==> src/adcr_pkg.sv <==
// Shared constants for the converter result register block
package adcr_pkg;

    // ==========================================================
    // Geometry
    localparam int ADCR_NUM_CH      = 8;
    localparam int ADCR_RES_W       = 10;
    localparam int ADCR_REG_W       = 16;
    localparam int ADCR_CH_W        = 3;
    localparam int ADCR_GRP_CH_W    = 2;
    localparam int ADCR_BUF_DEPTH   = 4;

    // ==========================================================
    // Register byte offsets on the bus
    localparam logic [5:0] ADCR_OFS_RESULT_A = 6'h00;
    localparam logic [5:0] ADCR_OFS_RESULT_H = 6'h1C;
    localparam logic [5:0] ADCR_OFS_CTRL     = 6'h20;
    localparam logic [5:0] ADCR_OFS_STATUS   = 6'h24;

    // ==========================================================
    // Field positions
    localparam int ADCR_CTRL_BUF_EN_BIT  = 0;
    localparam int ADCR_CTRL_TRIG_EN_BIT = 1;
    localparam int ADCR_STAT_PTR_LSB     = 0;
    localparam int ADCR_STAT_TRIG_BIT    = 2;
    localparam int ADCR_STAT_GRP0_BIT    = 4;
    localparam int ADCR_STAT_GRP1_BIT    = 5;
    localparam int ADCR_BYTE_LSB         = 2;

    // ==========================================================
    // Reset values and lane masks
    localparam logic [15:0] ADCR_RESULT_RESET = 16'h0000;
    localparam logic [1:0]  ADCR_CTRL_RESET   = 2'h0;
    localparam logic [3:0]  ADCR_SEL_LANE0    = 4'h1;
    localparam logic [3:0]  ADCR_SEL_LANE1    = 4'h2;

endpackage

==> src/adcr_result_regs.sv <==
// Converter result registers with Wishbone access, buffering and trigger
//
// The implementer's own choices: the Wishbone interface to the registers and the register addresses.
`timescale 1ns/1ps
module adcr_result_regs
    import adcr_pkg::*;
#(
    parameter int RES_W = ADCR_RES_W
)
(
    // Power-on reset, manual reset and standby are all synchronous levels
    input  wire logic               clk_i,
    input  wire logic               rst_i,
    input  wire logic               manual_reset_i,
    input  wire logic               standby_i,
    // Wishbone classic slave
    input  wire logic               wb_cyc_i,
    input  wire logic               wb_stb_i,
    input  wire logic               wb_we_i,
    input  wire logic [5:0]         wb_adr_i,
    input  wire logic [3:0]         wb_sel_i,
    input  wire logic [31:0]        wb_dat_i,
    output logic                    wb_ack_o,
    output logic      [31:0]        wb_dat_o,
    // Converter group zero, channels 0-3
    input  wire logic               grp0_done_i,
    input  wire logic [1:0]         grp0_chan_i,
    input  wire logic [RES_W-1:0]   grp0_data_i,
    // Converter group one, channels 4-7
    input  wire logic               grp1_done_i,
    input  wire logic [1:0]         grp1_chan_i,
    input  wire logic [RES_W-1:0]   grp1_data_i,
    // External trigger and start request
    input  wire logic               ext_conv_trigger_n_i,
    output logic                    conv_start_o,
    output logic      [1:0]         buf_ptr_o
);

    // ==========================================================
    // Declarations
    // Bus decode and capture
    logic                  req_w;
    logic                  pend_q;
    logic                  is_result_w;
    logic                  is_result_q;
    logic                  is_ctrl_q;
    logic                  is_stat_q;
    logic [3:0]            sel_q;
    logic [1:0]            ctrl_q;
    // Trigger edge detect
    logic                  trig_prev_q;
    logic                  trig_fall_w;
    // Deposit and read paths
    logic [ADCR_CH_W-1:0]  wr_a_addr_w;
    logic [ADCR_CH_W-1:0]  wr_b_addr_w;
    logic [RES_W-1:0]      rd_res_w;
    logic [ADCR_REG_W-1:0] res_word_w;
    logic [7:0]            res_byte_w;
    logic [31:0]           rd_mux_w;

    // Take a new request only while no answer is in flight
    assign req_w       = wb_cyc_i && wb_stb_i && !wb_ack_o && !pend_q;
    // Every address up to 0x1C, the base of the last result word; 0x1D to 0x1F are not decoded as results
    assign is_result_w = wb_adr_i <= ADCR_OFS_RESULT_H;

    // ==========================================================
    // Deposit addressing
    // Linear channel map
    always_comb
    begin
        if (ctrl_q[ADCR_CTRL_BUF_EN_BIT])
        begin
            wr_a_addr_w = {1'b0, buf_ptr_o};
        end
        else
        begin
            wr_a_addr_w = {1'b0, grp0_chan_i};
        end
    end

    // Groups write disjoint halves, so the two ports never clash
    // Even in buffer mode group zero stays inside registers a to d
    // Group one owns upper half
    assign wr_b_addr_w = {1'b1, grp1_chan_i};

    // ==========================================================
    // Result storage
    // Deposit per channel
    // Manual reset not wired
    // Read address comes straight from the bus; the registered data
    // lines up with pend_q, so no extra wait state is needed
    adcr_result_mem #(
        .DEPTH (ADCR_NUM_CH),
        .WIDTH (RES_W),
        .AW    (ADCR_CH_W)
    ) u_mem (
        .clk_i     (clk_i),
        .rst_i     (rst_i),
        .clr_i     (standby_i),
        .we_a_i    (grp0_done_i),
        .addr_a_i  (wr_a_addr_w),
        .data_a_i  (grp0_data_i),
        .we_b_i    (grp1_done_i),
        .addr_b_i  (wr_b_addr_w),
        .data_b_i  (grp1_data_i),
        .rd_addr_i (wb_adr_i[4:2]),
        .rd_data_o (rd_res_w)
    );

    // ==========================================================
    // Buffer pointer, steps once per group zero deposit
    // Pointer shows the next slot to be filled and wraps after the fourth
    // Group one deposits never move it
    // Rotate over first four
    always_ff @(posedge clk_i)
    begin
        if (rst_i || manual_reset_i || standby_i)
        begin
            buf_ptr_o <= 2'h0;
        end
        else if (!ctrl_q[ADCR_CTRL_BUF_EN_BIT])
        begin
            buf_ptr_o <= 2'h0; // Restart at register a when re-enabled
        end
        else if (grp0_done_i)
        begin
            buf_ptr_o <= buf_ptr_o + 2'h1;
        end
    end

    // ==========================================================
    // Control register, the only writable word
    // Manual reset clears it too, so triggers and buffering stop after one
    always_ff @(posedge clk_i)
    begin
        if (rst_i || manual_reset_i || standby_i)
        begin
            ctrl_q <= ADCR_CTRL_RESET;
        end
        else if (req_w && wb_we_i && wb_adr_i == ADCR_OFS_CTRL && wb_sel_i[0])
        begin
            ctrl_q <= wb_dat_i[1:0];
        end
    end

    // ==========================================================
    // External trigger: pin is already synchronous, look for a fall
    // Falling edge starts conversion
    assign trig_fall_w = trig_prev_q && !ext_conv_trigger_n_i;

    // Previous pin level, reset to the idle high so no false edge follows reset
    always_ff @(posedge clk_i)
    begin
        if (rst_i)
        begin
            trig_prev_q <= 1'b1;
        end
        else
        begin
            trig_prev_q <= ext_conv_trigger_n_i;
        end
    end

    // Start pulse gated by enable
    // A fall seen while disabled is dropped, not held for later
    always_ff @(posedge clk_i)
    begin
        if (rst_i)
        begin
            conv_start_o <= 1'b0;
        end
        else
        begin
            conv_start_o <= trig_fall_w && ctrl_q[ADCR_CTRL_TRIG_EN_BIT];
        end
    end

    // ==========================================================
    // Bus request capture; memory read runs in the same cycle
    // Pending flag blocks a second take until ack rises; ack then blocks it until the answer has gone
    always_ff @(posedge clk_i)
    begin
        if (rst_i)
        begin
            pend_q <= 1'b0;
        end
        else
        begin
            pend_q <= req_w;
        end
    end

    // Decode and lanes captured every cycle; only used under pend_q
    always_ff @(posedge clk_i)
    begin
        if (rst_i)
        begin
            is_result_q <= 1'b0;
            is_ctrl_q   <= 1'b0;
            is_stat_q   <= 1'b0;
            sel_q       <= 4'h0;
        end
        else
        begin
            is_result_q <= is_result_w;
            is_ctrl_q   <= wb_adr_i == ADCR_OFS_CTRL;
            is_stat_q   <= wb_adr_i == ADCR_OFS_STATUS;
            sel_q       <= wb_sel_i;
        end
    end

    // ==========================================================
    // Read formatting
    // Word zero-extended to 16 bits; byte view is result bits 9..2
    assign res_word_w = {{(ADCR_REG_W - RES_W){1'b0}}, rd_res_w};
    assign res_byte_w = rd_res_w[RES_W-1:ADCR_BYTE_LSB];

    // Lane select only matters for result words
    // Unmapped addresses fall through to zero
    always_comb
    begin
        rd_mux_w = 32'h0000_0000;
        if (is_result_q)
        begin
            if (sel_q == ADCR_SEL_LANE0)
            begin
                rd_mux_w[7:0] = res_byte_w;
            end
            else if (sel_q == ADCR_SEL_LANE1)
            begin
                rd_mux_w[15:8] = res_byte_w;
            end
            else
            begin
                rd_mux_w[15:0] = res_word_w;
            end
        end
        else if (is_ctrl_q)
        begin
            rd_mux_w[1:0] = ctrl_q;
        end
        // Status bits are live levels, not captured at the take
        else if (is_stat_q)
        begin
            rd_mux_w[ADCR_STAT_PTR_LSB+:2]  = buf_ptr_o;
            rd_mux_w[ADCR_STAT_TRIG_BIT]    = ext_conv_trigger_n_i;
            rd_mux_w[ADCR_STAT_GRP0_BIT]    = grp0_done_i;
            rd_mux_w[ADCR_STAT_GRP1_BIT]    = grp1_done_i;
        end
    end

    // ==========================================================
    // Answer two edges after the request; writes to results ignored
    // Take at E0, pend_q after E0, ack after E1, sampled by the master at E2
    // Results read-only
    always_ff @(posedge clk_i)
    begin
        if (rst_i)
        begin
            wb_ack_o <= 1'b0;
        end
        else
        begin
            wb_ack_o <= pend_q;
        end
    end

    // Zero outside the ack cycle keeps stale words off the bus
    always_ff @(posedge clk_i)
    begin
        if (rst_i)
        begin
            wb_dat_o <= 32'h0000_0000;
        end
        else if (pend_q)
        begin
            wb_dat_o <= rd_mux_w;
        end
        else
        begin
            wb_dat_o <= 32'h0000_0000; // Data only valid with ack
        end
    end

endmodule

==> src/adcr_result_mem.sv <==
// Eight-entry result store with two deposit ports and a registered read port
`timescale 1ns/1ps
module adcr_result_mem
    import adcr_pkg::*;
#(
    parameter int DEPTH = ADCR_NUM_CH,
    parameter int WIDTH = ADCR_RES_W,
    parameter int AW    = ADCR_CH_W
)
(
    input  wire logic             clk_i,
    input  wire logic             rst_i,
    input  wire logic             clr_i,
    input  wire logic             we_a_i,
    input  wire logic [AW-1:0]    addr_a_i,
    input  wire logic [WIDTH-1:0] data_a_i,
    input  wire logic             we_b_i,
    input  wire logic [AW-1:0]    addr_b_i,
    input  wire logic [WIDTH-1:0] data_b_i,
    input  wire logic [AW-1:0]    rd_addr_i,
    output logic      [WIDTH-1:0] rd_data_o
);

    logic [WIDTH-1:0] mem_q [DEPTH];

    // ==========================================================
    // Storage: one flop group per entry, port b wins on a clash
    genvar g;
    generate
        for (g = 0; g < DEPTH; g++)
        begin : g_entry
            always_ff @(posedge clk_i)
            begin
                if (rst_i || clr_i)
                begin
                    mem_q[g] <= ADCR_RESULT_RESET[WIDTH-1:0];
                end
                else if (we_b_i && addr_b_i == AW'(g))
                begin
                    mem_q[g] <= data_b_i;
                end
                else if (we_a_i && addr_a_i == AW'(g))
                begin
                    mem_q[g] <= data_a_i;
                end
            end
        end
    endgenerate

    // Read data leaves through a register
    always_ff @(posedge clk_i)
    begin
        if (rst_i || clr_i)
        begin
            rd_data_o <= ADCR_RESULT_RESET[WIDTH-1:0];
        end
        else
        begin
            rd_data_o <= mem_q[rd_addr_i];
        end
    end

endmodule

==> config.mk <==
export PLATFORM = sky130hd
export DESIGN_NAME = adcr_result_regs
export DESIGN_NICKNAME = d
export VERILOG_FILES = /design/src/adcr_pkg.sv /design/src/adcr_result_regs.sv /design/src/adcr_result_mem.sv
export SDC_FILE = /design/constraint.sdc
export NUM_CORES = 1
export LEC_CHECK = 0
export ABC_AREA = 1
export ABC_CLOCK_PERIOD_IN_PS = 1300
export BUFFER_PORTS_ARGS = -buffer_cell sky130_fd_sc_hd__buf_2
export CAP_MARGIN = 20
export CELL_PAD_IN_SITES_DETAIL_PLACEMENT = 1
export CELL_PAD_IN_SITES_GLOBAL_PLACEMENT = 1
export CORE_ASPECT_RATIO = 0.75
export CORE_MARGIN = 10
export CORE_UTILIZATION = 37
export CTS_CLUSTER_DIAMETER = 120
export DETAILED_ROUTE_END_ITERATION = 10
export PLACE_DENSITY = 0.74
export SETUP_SLACK_MARGIN = 0.2
export SLEW_MARGIN = 5
export SYNTH_ARGS = -nofsm -noshare
export SYNTH_HDL_FRONTEND = slang
export SYNTH_SLANG_ARGS = --single-unit
==> constraint.sdc <==
create_clock -name clk_i -period 1.3 [get_ports clk_i]
set_input_delay 0.065 -clock clk_i [delete_from_list [all_inputs] [get_ports clk_i]]
set_output_delay 0.065 -clock clk_i [all_outputs]
set_load 0.1 [all_outputs]
==> results of run 1 <==
metal layers:
layer,vias up,GRT usage
met5,-,0
met4,0,0.0618
met3,23,0.0451
met2,133,0.307
met1,2274,0.212
li1,2155,-
worst paths after layout:
check / from / to / slack [ns] / cells after the start
worst max-delay path: ctrl_q[0] / u_mem.mem_q[3][5] / -0.20 / 7
worst min-delay path: rst_i / sel_q[2] / -0.01 / 3
worst max register to register: ctrl_q[0] / u_mem.mem_q[3][5] / -0.20 / 7
worst min register to register: trig_prev_q / conv_start_o / 0.44 / 2
cells in the mapped netlist:
| master | instances |
|---|---|
| inv_2 | 1 |
| o21ai_0 | 26 |
| a211oi_1 | 3 |
| xor2_1 | 1 |
| o21ai_1 | 4 |
| nand4_1 | 3 |
| dfxtp_1 | 41 |
| o31ai_1 | 3 |
| or2_1 | 4 |
| nand2_1 | 107 |
| buf_2 | 7 |
| nand3_1 | 28 |
| buf_6 | 5 |
| clkinv_2 | 1 |
| nor2_1 | 165 |
| a21oi_1 | 11 |
| nor3_1 | 8 |
| buf_4 | 17 |
| or2_2 | 6 |
| nand2_2 | 4 |
| inv_1 | 62 |
| edfxtp_1 | 80 |
| clkbuf_1 | 7 |
| nor4_1 | 1 |
| conb_1 | 1 |
| nor2_2 | 4 |
per-stage QoR:
stage               TNS, ns  hold slack [ns]  power [W]  worst slack [ns]  std cells
finish               -11.52         -0.00993     0.0107            -0.201        919
global route         -15.96           0.0150     0.0110            -0.241        919
CTS                   -7.33          -0.0677     0.0106            -0.147        908
detailed placement    -9.36            0.254    0.00528            -0.170        846
global placement      -3.55            0.250    0.00525           -0.0962        846
floorplan             -5.51            0.134    0.00503            -0.160        615
area by class of cell:
| cell class | count | share of cell area |
|---|---|---|
| Sequential cell | 121 | 0.428 |
| Multi-Input combinational cell | 401 | 0.290 |
| Timing Repair Buffer | 126 | 0.134 |
| Clock buffer | 18 | 0.0565 |
| Inverter | 64 | 0.0330 |
| Clock inverter | 14 | 0.0293 |
| Tap cell | 175 | 0.0288 |
cells in the final DEF (no fill, tap or decap), types with 5 or more instances in the layout:
master	Yosys	routed
o21ai_0	26	20
inv_2	1	11
nor2_4	0	15
edfxtp_1	80	80
clkbuf_16	0	17
o21ai_1	4	6
nor2_1	165	136
dlygate4sd3_1	0	23
buf_2	7	45
inv_1	62	51
clkinv_4	0	6
buf_4	17	29
buf_6	5	26
nand2_4	0	13
nand2_2	4	12
a21oi_1	11	6
conb_1	1	16
or2_4	0	7
nand2_1	107	86
bufinv_16	0	5
nand3_1	28	21
nor2_2	4	18
a21oi_2	0	5
dfxtp_1	41	32
dfxtp_4	0	5
nand3_2	0	6
where the power goes:
part / internal (W) / switching [W] / total, W / leakage [nW]
clock network: 0.00341 / 0.00184 / 0.00525 / 0.311
logic: 0.000336 / 0.000803 / 0.00114 / 1.78
registers: 0.00426 / 0.0000700 / 0.00433 / 1.23
state kept, by name, summed over array words and instances, names as in the netlist, 2 cells and up:
| name | count |
|---|---|
| u_mem.mem_q | 80 |
| sel_q | 4 |
| wb_dat_o | 16 |
| buf_ptr_o | 2 |
| u_mem.rd_data_o | 10 |
| ctrl_q | 2 |
timing repair:
action / in CTS / in global routing
hold buffers: 23 / 1
pin swaps: 9 / 32
setup buffers: 3 / 8
gates resized for setup: 71 / 107
hold endpoints to repair: 26 / 1
endpoints found under the setup margin: 114 / 117
cloned: 4 / 3
cell families after synthesis:
kind of cell	share of synthesized area
compound gates	0.0471
xor+xnor	0.00165
buf+inv	0.0916
flops	0.607
other cells	0.000706
simple gates	0.252
worst min-delay path: stages:
cell	delay, ns
buf_2	0.08
buf_4	0.16
nor2_1	0.06
==> qor.yml, run 1 <==
fillerInstances: 1536
grt_max_degree: 21
vias_per_cell: 4.99
antenna_left: 0
clk_latency_ns: 0.42
path_class: "reg -> reg"
irDropWorstVdd_uv: 996
max_clock_freq_mhz: 666
nNetsFinal: 807
path_cells: "buf_6 > nand2_4 > o21ai_4 > nor3_4 > buf_6 > nand2_8 > nor2_4"
port_buffers: 65
drt-initial-drc-count: 397
seq_area_um2: 3250
min_path_type: "in -> reg"
grt_first_pass_wirelength_mm: 26.3
io-pin-count: 112
met2RoutedLength_mm: 9.37
finalHoldViolations: 1
fin_crit_sh: 1.15
fp.dieW_um: 158
setup_viol: 80
top_layer: "met4"
root_buffer: "clkbuf_16"
gr-total-overflow: 0
yosysTopAreaCell: "edfxtp_1"
route.detailed.drc: 0
wl_met3_mm: 1.10
core_um2: 13900
cp.required_ns: 1.58
ys_seq_elements: 121
initial_utilization: 0.382
antenna_cells: 0
synth_top_area_frac: 0.452
via_count: 4585
area_growth_pct: 42.9
arrival_ns: 1.78
cp_common_cell: "buf_6"
critPathMaxStageDelay_ns: 0.38
synthesis.area_um2: 5310
antenna_found_initial: 0
ys_seq_area_frac: 0.607
fin_skew_ns: 0.0104
place_congestion: 0.839
cts_tree: "yes"
grt_pass1_vias: 4937
num_rows: 37
critPathBufInv: 2
clk_pin_slew_ns: 0.06
worst_setup_path_start_kind: "flop"
wl_per_cell_um: 20.1
yosysWarnings: 0
rsz0062_at_grt: "true"
cts.htree.levels: 4
cts_inserted_buffers: 17
dieArea_um2: 19600
synth.distinct_cells: 26
whs_ns: -0.00993
multiInputGateArea_um2: 2200
hpwl_mm: 11.3
layout_setup_ws_ns: -0.201
wl_mm: 18.5
path_max_fanout: 5
maxCapViolations: 0
endpoint_kind: "flop"
synthTopCellsByArea: "edfxtp_1, dfxtp_1, nor2_1"
dpl_cell_area_um2: 5980
track_usage: 0.177
drv_slew: 0
cpLargestDelayFamily: "simple AND/OR/NAND/NOR gates"
cts_buffer_depth: 2
synthCells: 600
layout-drive-gt1-share: 0.339
dr.pass1.iters: 4
clkSinkCount: 121
power_density_nw_per_um2: 1410
violations: "hold timing, setup timing"
period_needed_ns: 1.50
wl_met1_mm: 7.70
crit_slowest_cell: "dfxtp_4"
p_leak_nw: 3.32
utilization: 0.547
status: "complete, but fails checks"
dieHeight_um: 124
stdcell_area_um2: 7590
syn_avg_cell_area_um2: 8.85
Power figures use the tool's default switching activity.
==> inputs of run 2 (changes only) <==
--- a/config.mk
+++ b/config.mk
@@ -8,10 +8,8 @@
 export ABC_AREA = 1
 export ABC_CLOCK_PERIOD_IN_PS = 1300
 export BUFFER_PORTS_ARGS = -buffer_cell sky130_fd_sc_hd__buf_2
-export CAP_MARGIN = 20
 export CELL_PAD_IN_SITES_DETAIL_PLACEMENT = 1
 export CELL_PAD_IN_SITES_GLOBAL_PLACEMENT = 1
-export CORE_ASPECT_RATIO = 0.75
 export CORE_MARGIN = 10
 export CORE_UTILIZATION = 37
 export CTS_CLUSTER_DIAMETER = 120
==> run 2 against run 1 <==
  * First-iteration DRC count decreased by 16%
  * Core utilization rose by 1.1 points
  * The flow finishes with violations (setup timing)
  * Clock power decreased by 5.7%
  * Sequential share of layout area shrank 1.2 points
  * Highest routed layer unchanged
==> qor.yml, run 2 (synthesized netlist as in run 1, its figures left out) <==
violations: "setup timing"
fillerInstances: 1538
largest_reg_flops: 80
nNetsFinal: 816
grt_max_degree: 21
fin_skew_ns: 0.00822
crit_slowest_cell: "dfxtp_4"
grt_pass1_vias: 5025
dieArea_um2: 19500
layout_common_cells: "nor2_1, nand2_1, edfxtp_1"
critPathBufInv: 1
cts.htree.levels: 4
p_leak_nw: 3.30
hpwl_mm: 11.3
pre_cts_ws_ns: -0.161
via_count: 4707
track_usage: 0.177
wl_per_cell_um: 20.6
cp.required_ns: 1.43
core_um2: 14000
dr.pass1.iters: 4
cpLargestDelayFamily: "simple AND/OR/NAND/NOR gates"
drt-initial-drc-count: 335
drv_slew: 0
place_congestion: 0.857
reg.largest.list: "u_mem.mem_q (80), wb_dat_o (16), u_mem.rd_data_o (10)"
vias_per_cell: 5.05
status: "complete, but fails checks"
period_needed_ns: 1.54
root_buffer: "clkbuf_16"
wl_mm: 19.3
multiInputGateArea_um2: 2330
layout-drive-gt1-share: 0.360
cts_buffer_depth: 2
route.detailed.drc: 0
antenna_found_initial: 0
antenna_cells: 0
irDropWorstVdd_uv: 1090
path_max_fanout: 5
max_clock_freq_mhz: 648
cts_tree: "yes"
path_class: "reg -> reg"
io-pin-count: 112
gr-total-overflow: 0
arrival_ns: 1.68
setup_viol: 80
port_buffers: 65
finalNonFillerCells: 933
initial_utilization: 0.380
num_rows: 43
grt_first_pass_wirelength_mm: 26.9
worst_setup_path_start_kind: "flop"
final_common_cell: "nor2_1"
rsz0062_at_grt: "true"
dp.cells: 854
fp.dieW_um: 140
min_path_type: "in -> reg"
power_density_nw_per_um2: 1340
endpoint_kind: "flop"
cts_inserted_buffers: 17
clkSinkCount: 121
dieHeight_um: 140
clk_pin_slew_ns: 0.06
path_cells: "nand2_2 > o21ai_4 > inv_2 > nor3_4 > or2_4"
seq_area_um2: 3250
maxCapViolations: 0
layout_setup_ws_ns: -0.244
area_growth_pct: 46.9
antenna_left: 0
regMostFlops: "u_mem.mem_q"
fin_crit_sh: 1.19
clk_latency_ns: 0.43
critPathMaxStageDelay_ns: 0.41
finalHoldViolations: 0
run 2: stage by stage:
stage	util	TNS, ns	hold slack, ns	power (W)	instance area (um^2)
finish	0.558	-10.80	0.0247	0.0105	7800
global route	0.558	-14.02	0.0352	0.0108	7800
CTS	0.520	-3.58	0.000859	0.0103	7280
detailed placement	0.431	-9.33	0.264	0.00531	6030
global placement	0.431	-3.28	0.258	0.00527	6030
floorplan	-	-5.51	0.134	0.00503	5490
run 2: area by class of cell:
| class | instances | area share |
|---|---|---|
| multi-input combinational | 401 | 0.299 |
| inverter | 64 | 0.0321 |
| clock buffer | 18 | 0.0550 |
| clock inverter | 14 | 0.0231 |
| sequential | 121 | 0.416 |
| tap | 180 | 0.0289 |
| timing repair buffer | 135 | 0.146 |
run 2: power breakdown:
part | internal [W] | switching [W] | leakage (nW)
registers | 0.00426 | 0.0000707 | 1.23
clock network | 0.00318 | 0.00177 | 0.291
logic | 0.000364 | 0.000845 | 1.78
total | 0.00780 | 0.00269 | 3.30
run 2: timing repair:
item | in CTS | in global routing
setup buffers | 5 | 7
resized for setup | 84 | 126
endpoints found under the setup margin | 115 | 114
hold endpoints to repair | 34 | 0
cloned | 5 | 2
pin swaps | 18 | 33
hold buffers | 28 | 0
run 2: tightest hold or removal path: stages:
cell and delay [ns]:
buf_2 0.07, inv_1 0.08, nor2_1 0.11
run 2: path summary, 6_finish.rpt:
path             startpoint           endpoint  slack (ns)  cells after the start
min          grp1_data_i[9]  u_mem.mem_q[4][9]        0.02                      3
max               ctrl_q[0]  u_mem.mem_q[0][7]       -0.24                      5
max reg2reg       ctrl_q[0]  u_mem.mem_q[0][7]       -0.24                      5
min reg2reg     trig_prev_q       conv_start_o        0.46                      2
run 2: routing by layer:
metal	vias to the layer above	GRT usage	routed length [um]
li1	2181	-	-
met1	2321	0.196	7310
met2	162	0.310	10200
met3	43	0.0446	1070
met4	0	0.0799	642
met5	-	0	0
==> inputs of run 3 (changes only) <==
--- a/config.mk
+++ b/config.mk
@@ -6,15 +6,15 @@
 export NUM_CORES = 1
 export LEC_CHECK = 0
 export ABC_AREA = 1
-export ABC_CLOCK_PERIOD_IN_PS = 1300
+export ABC_CLOCK_PERIOD_IN_PS = 1700
 export BUFFER_PORTS_ARGS = -buffer_cell sky130_fd_sc_hd__buf_2
 export CELL_PAD_IN_SITES_DETAIL_PLACEMENT = 1
 export CELL_PAD_IN_SITES_GLOBAL_PLACEMENT = 1
 export CORE_MARGIN = 10
-export CORE_UTILIZATION = 37
+export CORE_UTILIZATION = 40
 export CTS_CLUSTER_DIAMETER = 120
 export DETAILED_ROUTE_END_ITERATION = 10
-export PLACE_DENSITY = 0.74
+export PLACE_DENSITY = 0.76
 export SETUP_SLACK_MARGIN = 0.2
 export SLEW_MARGIN = 5
 export SYNTH_ARGS = -nofsm -noshare
==> constraint.sdc (replaced) <==
create_clock -name clk_i -period 1.7 [get_ports clk_i]
set_input_delay 0.085 -clock clk_i [delete_from_list [all_inputs] [get_ports clk_i]]
set_output_delay 0.085 -clock clk_i [all_outputs]
set_load 0.1 [all_outputs]
==> run 3 against run 2 <==
  * Wire length is 20% lower
  * Total power is 28% lower
  * Sequential cell count stayed put
  * The flow now finishes without violations
  * Cell area is 16% lower
  * Cell count is 5.7% lower
  * Die area is 6.4% lower
  * Sequential share of layout area is 7.6 points higher
  * Combinational power is 44% lower
  * Critical path depth stayed put
==> qor.yml, run 3 (synthesized netlist as in run 1, its figures left out) <==
rsz0062_at_grt: "true"
cts_tree: "yes"
worst_pin_slew_ns: 0.544
dieHeight_um: 135
setup_tns_ns: 0
max_clock_freq_mhz: 680
path_class: "reg -> reg"
p_leak_nw: 2.99
power_density_nw_per_um2: 1140
status: "complete, no violations"
antenna_found_initial: 1
hpwl_mm: 10.4
endpoint_kind: "flop"
cts_inserted_buffers: 17
slew_headroom: 0.636
grt_first_pass_wirelength_mm: 24.2
clkSinkCount: 121
clk_pin_slew_ns: 0.05
gr-total-overflow: 0
antenna_left: 0
period_needed_ns: 1.47
cts_buffer_depth: 2
grtUsageMet3: 0.0467
dpl_cell_area_um2: 5770
track_usage: 0.170
arrival_ns: 1.57
cp.required_ns: 1.80
cpLargestDelayFamily: "simple AND/OR/NAND/NOR gates"
wl_mm: 15.3
seq_area_um2: 3240
grt_max_degree: 22
grt_pass1_vias: 4654
io-pin-count: 112
min_path_type: "in -> reg"
final_common_cell: "nor2_1"
place_congestion: 0.849
setup_viol: 0
utilization: 0.501
reg.largest.list: "u_mem.mem_q (80), wb_dat_o (16), u_mem.rd_data_o (10)"
min_path_cells: 3
fp.dieW_um: 135
multiInputGateArea_um2: 1750
grt_most_used_layer: "met2"
path_cells: "inv_2 > nand2_1 > o21ai_1 > nor3_2 > or2_4"
use_met2: 0.305
regMostFlops: "u_mem.mem_q"
initial_utilization: 0.404
irDropWorstVdd_uv: 629
critPathBufInv: 1
grt.met1_usage: 0.189
fin_skew_ns: 0.0111
fillerInstances: 1547
worstSetupPathDepth: 5
num_rows: 42
finalHoldViolations: 0
path_max_fanout: 10
port_buffers: 65
area_growth_pct: 23.9
crit_slowest_cell: "dfxtp_4"
dieArea_um2: 18300
via_count: 4292
cts.htree.levels: 4
dr.pass1.iters: 4
core_um2: 13100
vias_per_cell: 4.88
drt-initial-drc-count: 192
largest_reg_flops: 80
route.detailed.drc: 0
worst_setup_path_start_kind: "flop"
fin_crit_sh: 0.865
critPathMaxStageDelay_ns: 0.36
layout_common_cells: "nor2_1, nand2_1, edfxtp_1"
root_buffer: "clkbuf_16"
reg2reg_depth: 5
wl_per_cell_um: 17.4
clk_latency_ns: 0.41
drv_slew: 0
maxCapViolations: 0
stdcell_area_um2: 6580
layout-drive-gt1-share: 0.201
nNetsFinal: 766
## run 3: final cells by class
cell class	count	share of cell area
flip-flops and latches	121	0.492
multi-input cells	397	0.266
repair buffers	89	0.0820
clock buffers	22	0.0766
inverters	64	0.0367
well taps	176	0.0335
clock inverters	10	0.0131
diodes	1	0.000380
## run 3: final timing paths
| kind | from | to | slack, ns |
|---|---|---|---|
| hold / removal | rst_i | sel_q[0] | 0.03 |
| setup reg to reg | buf_ptr_o[0] | u_mem.mem_q[3][1] | 0.23 |
| setup / recovery | buf_ptr_o[0] | u_mem.mem_q[3][1] | 0.23 |
| hold reg to reg | trig_prev_q | conv_start_o | 0.44 |
## run 3: worst reg2reg max path, stage by stage, from the launching register on
cell and delay (ns):
dfxtp_4 0.36, inv_2 0.05, nand2_1 0.05, o21ai_1 0.13
nor3_2 0.30, or2_4 0.27
## run 3: power breakdown
| part | switching, W | internal [W] |
|---|---|---|
| Sequential | 0.0000491 | 0.00326 |
| Clock | 0.00128 | 0.00225 |
| Combinational | 0.000510 | 0.000173 |
| Total | 0.00183 | 0.00569 |
## run 3: what timing repair did
action                                  in CTS  in global routing
endpoints found under the setup margin      62                 89
cloned                                       3                  0
gates resized for setup                      8                 13
endpoints found under the hold margin       13                  0
hold buffers                                12                  0
buffers inserted                             0                  1
pin swaps                                    5                  3
## run 3: per-stage QoR
step | hold slack [ns] | power, W | std cells | setup WS [ns]
2_1_floorplan | 0.154 | 0.00383 | 615 | 0.169
3_3_place_gp | 0.271 | 0.00397 | 831 | 0.0841
3_5_place_dp | 0.276 | 0.00400 | 831 | 0.0650
4_1_cts | 0.0182 | 0.00755 | 878 | 0.175
5_1_grt | 0.0354 | 0.00775 | 879 | 0.162
6_report | 0.0254 | 0.00752 | 880 | 0.229
## run 3: per-layer routing
layer  vias up  part of all wire
met1      2089              0.41
met2       109              0.52
met5         -           0.00085
met3        22             0.054
met4         2             0.019
li1       2070                 -
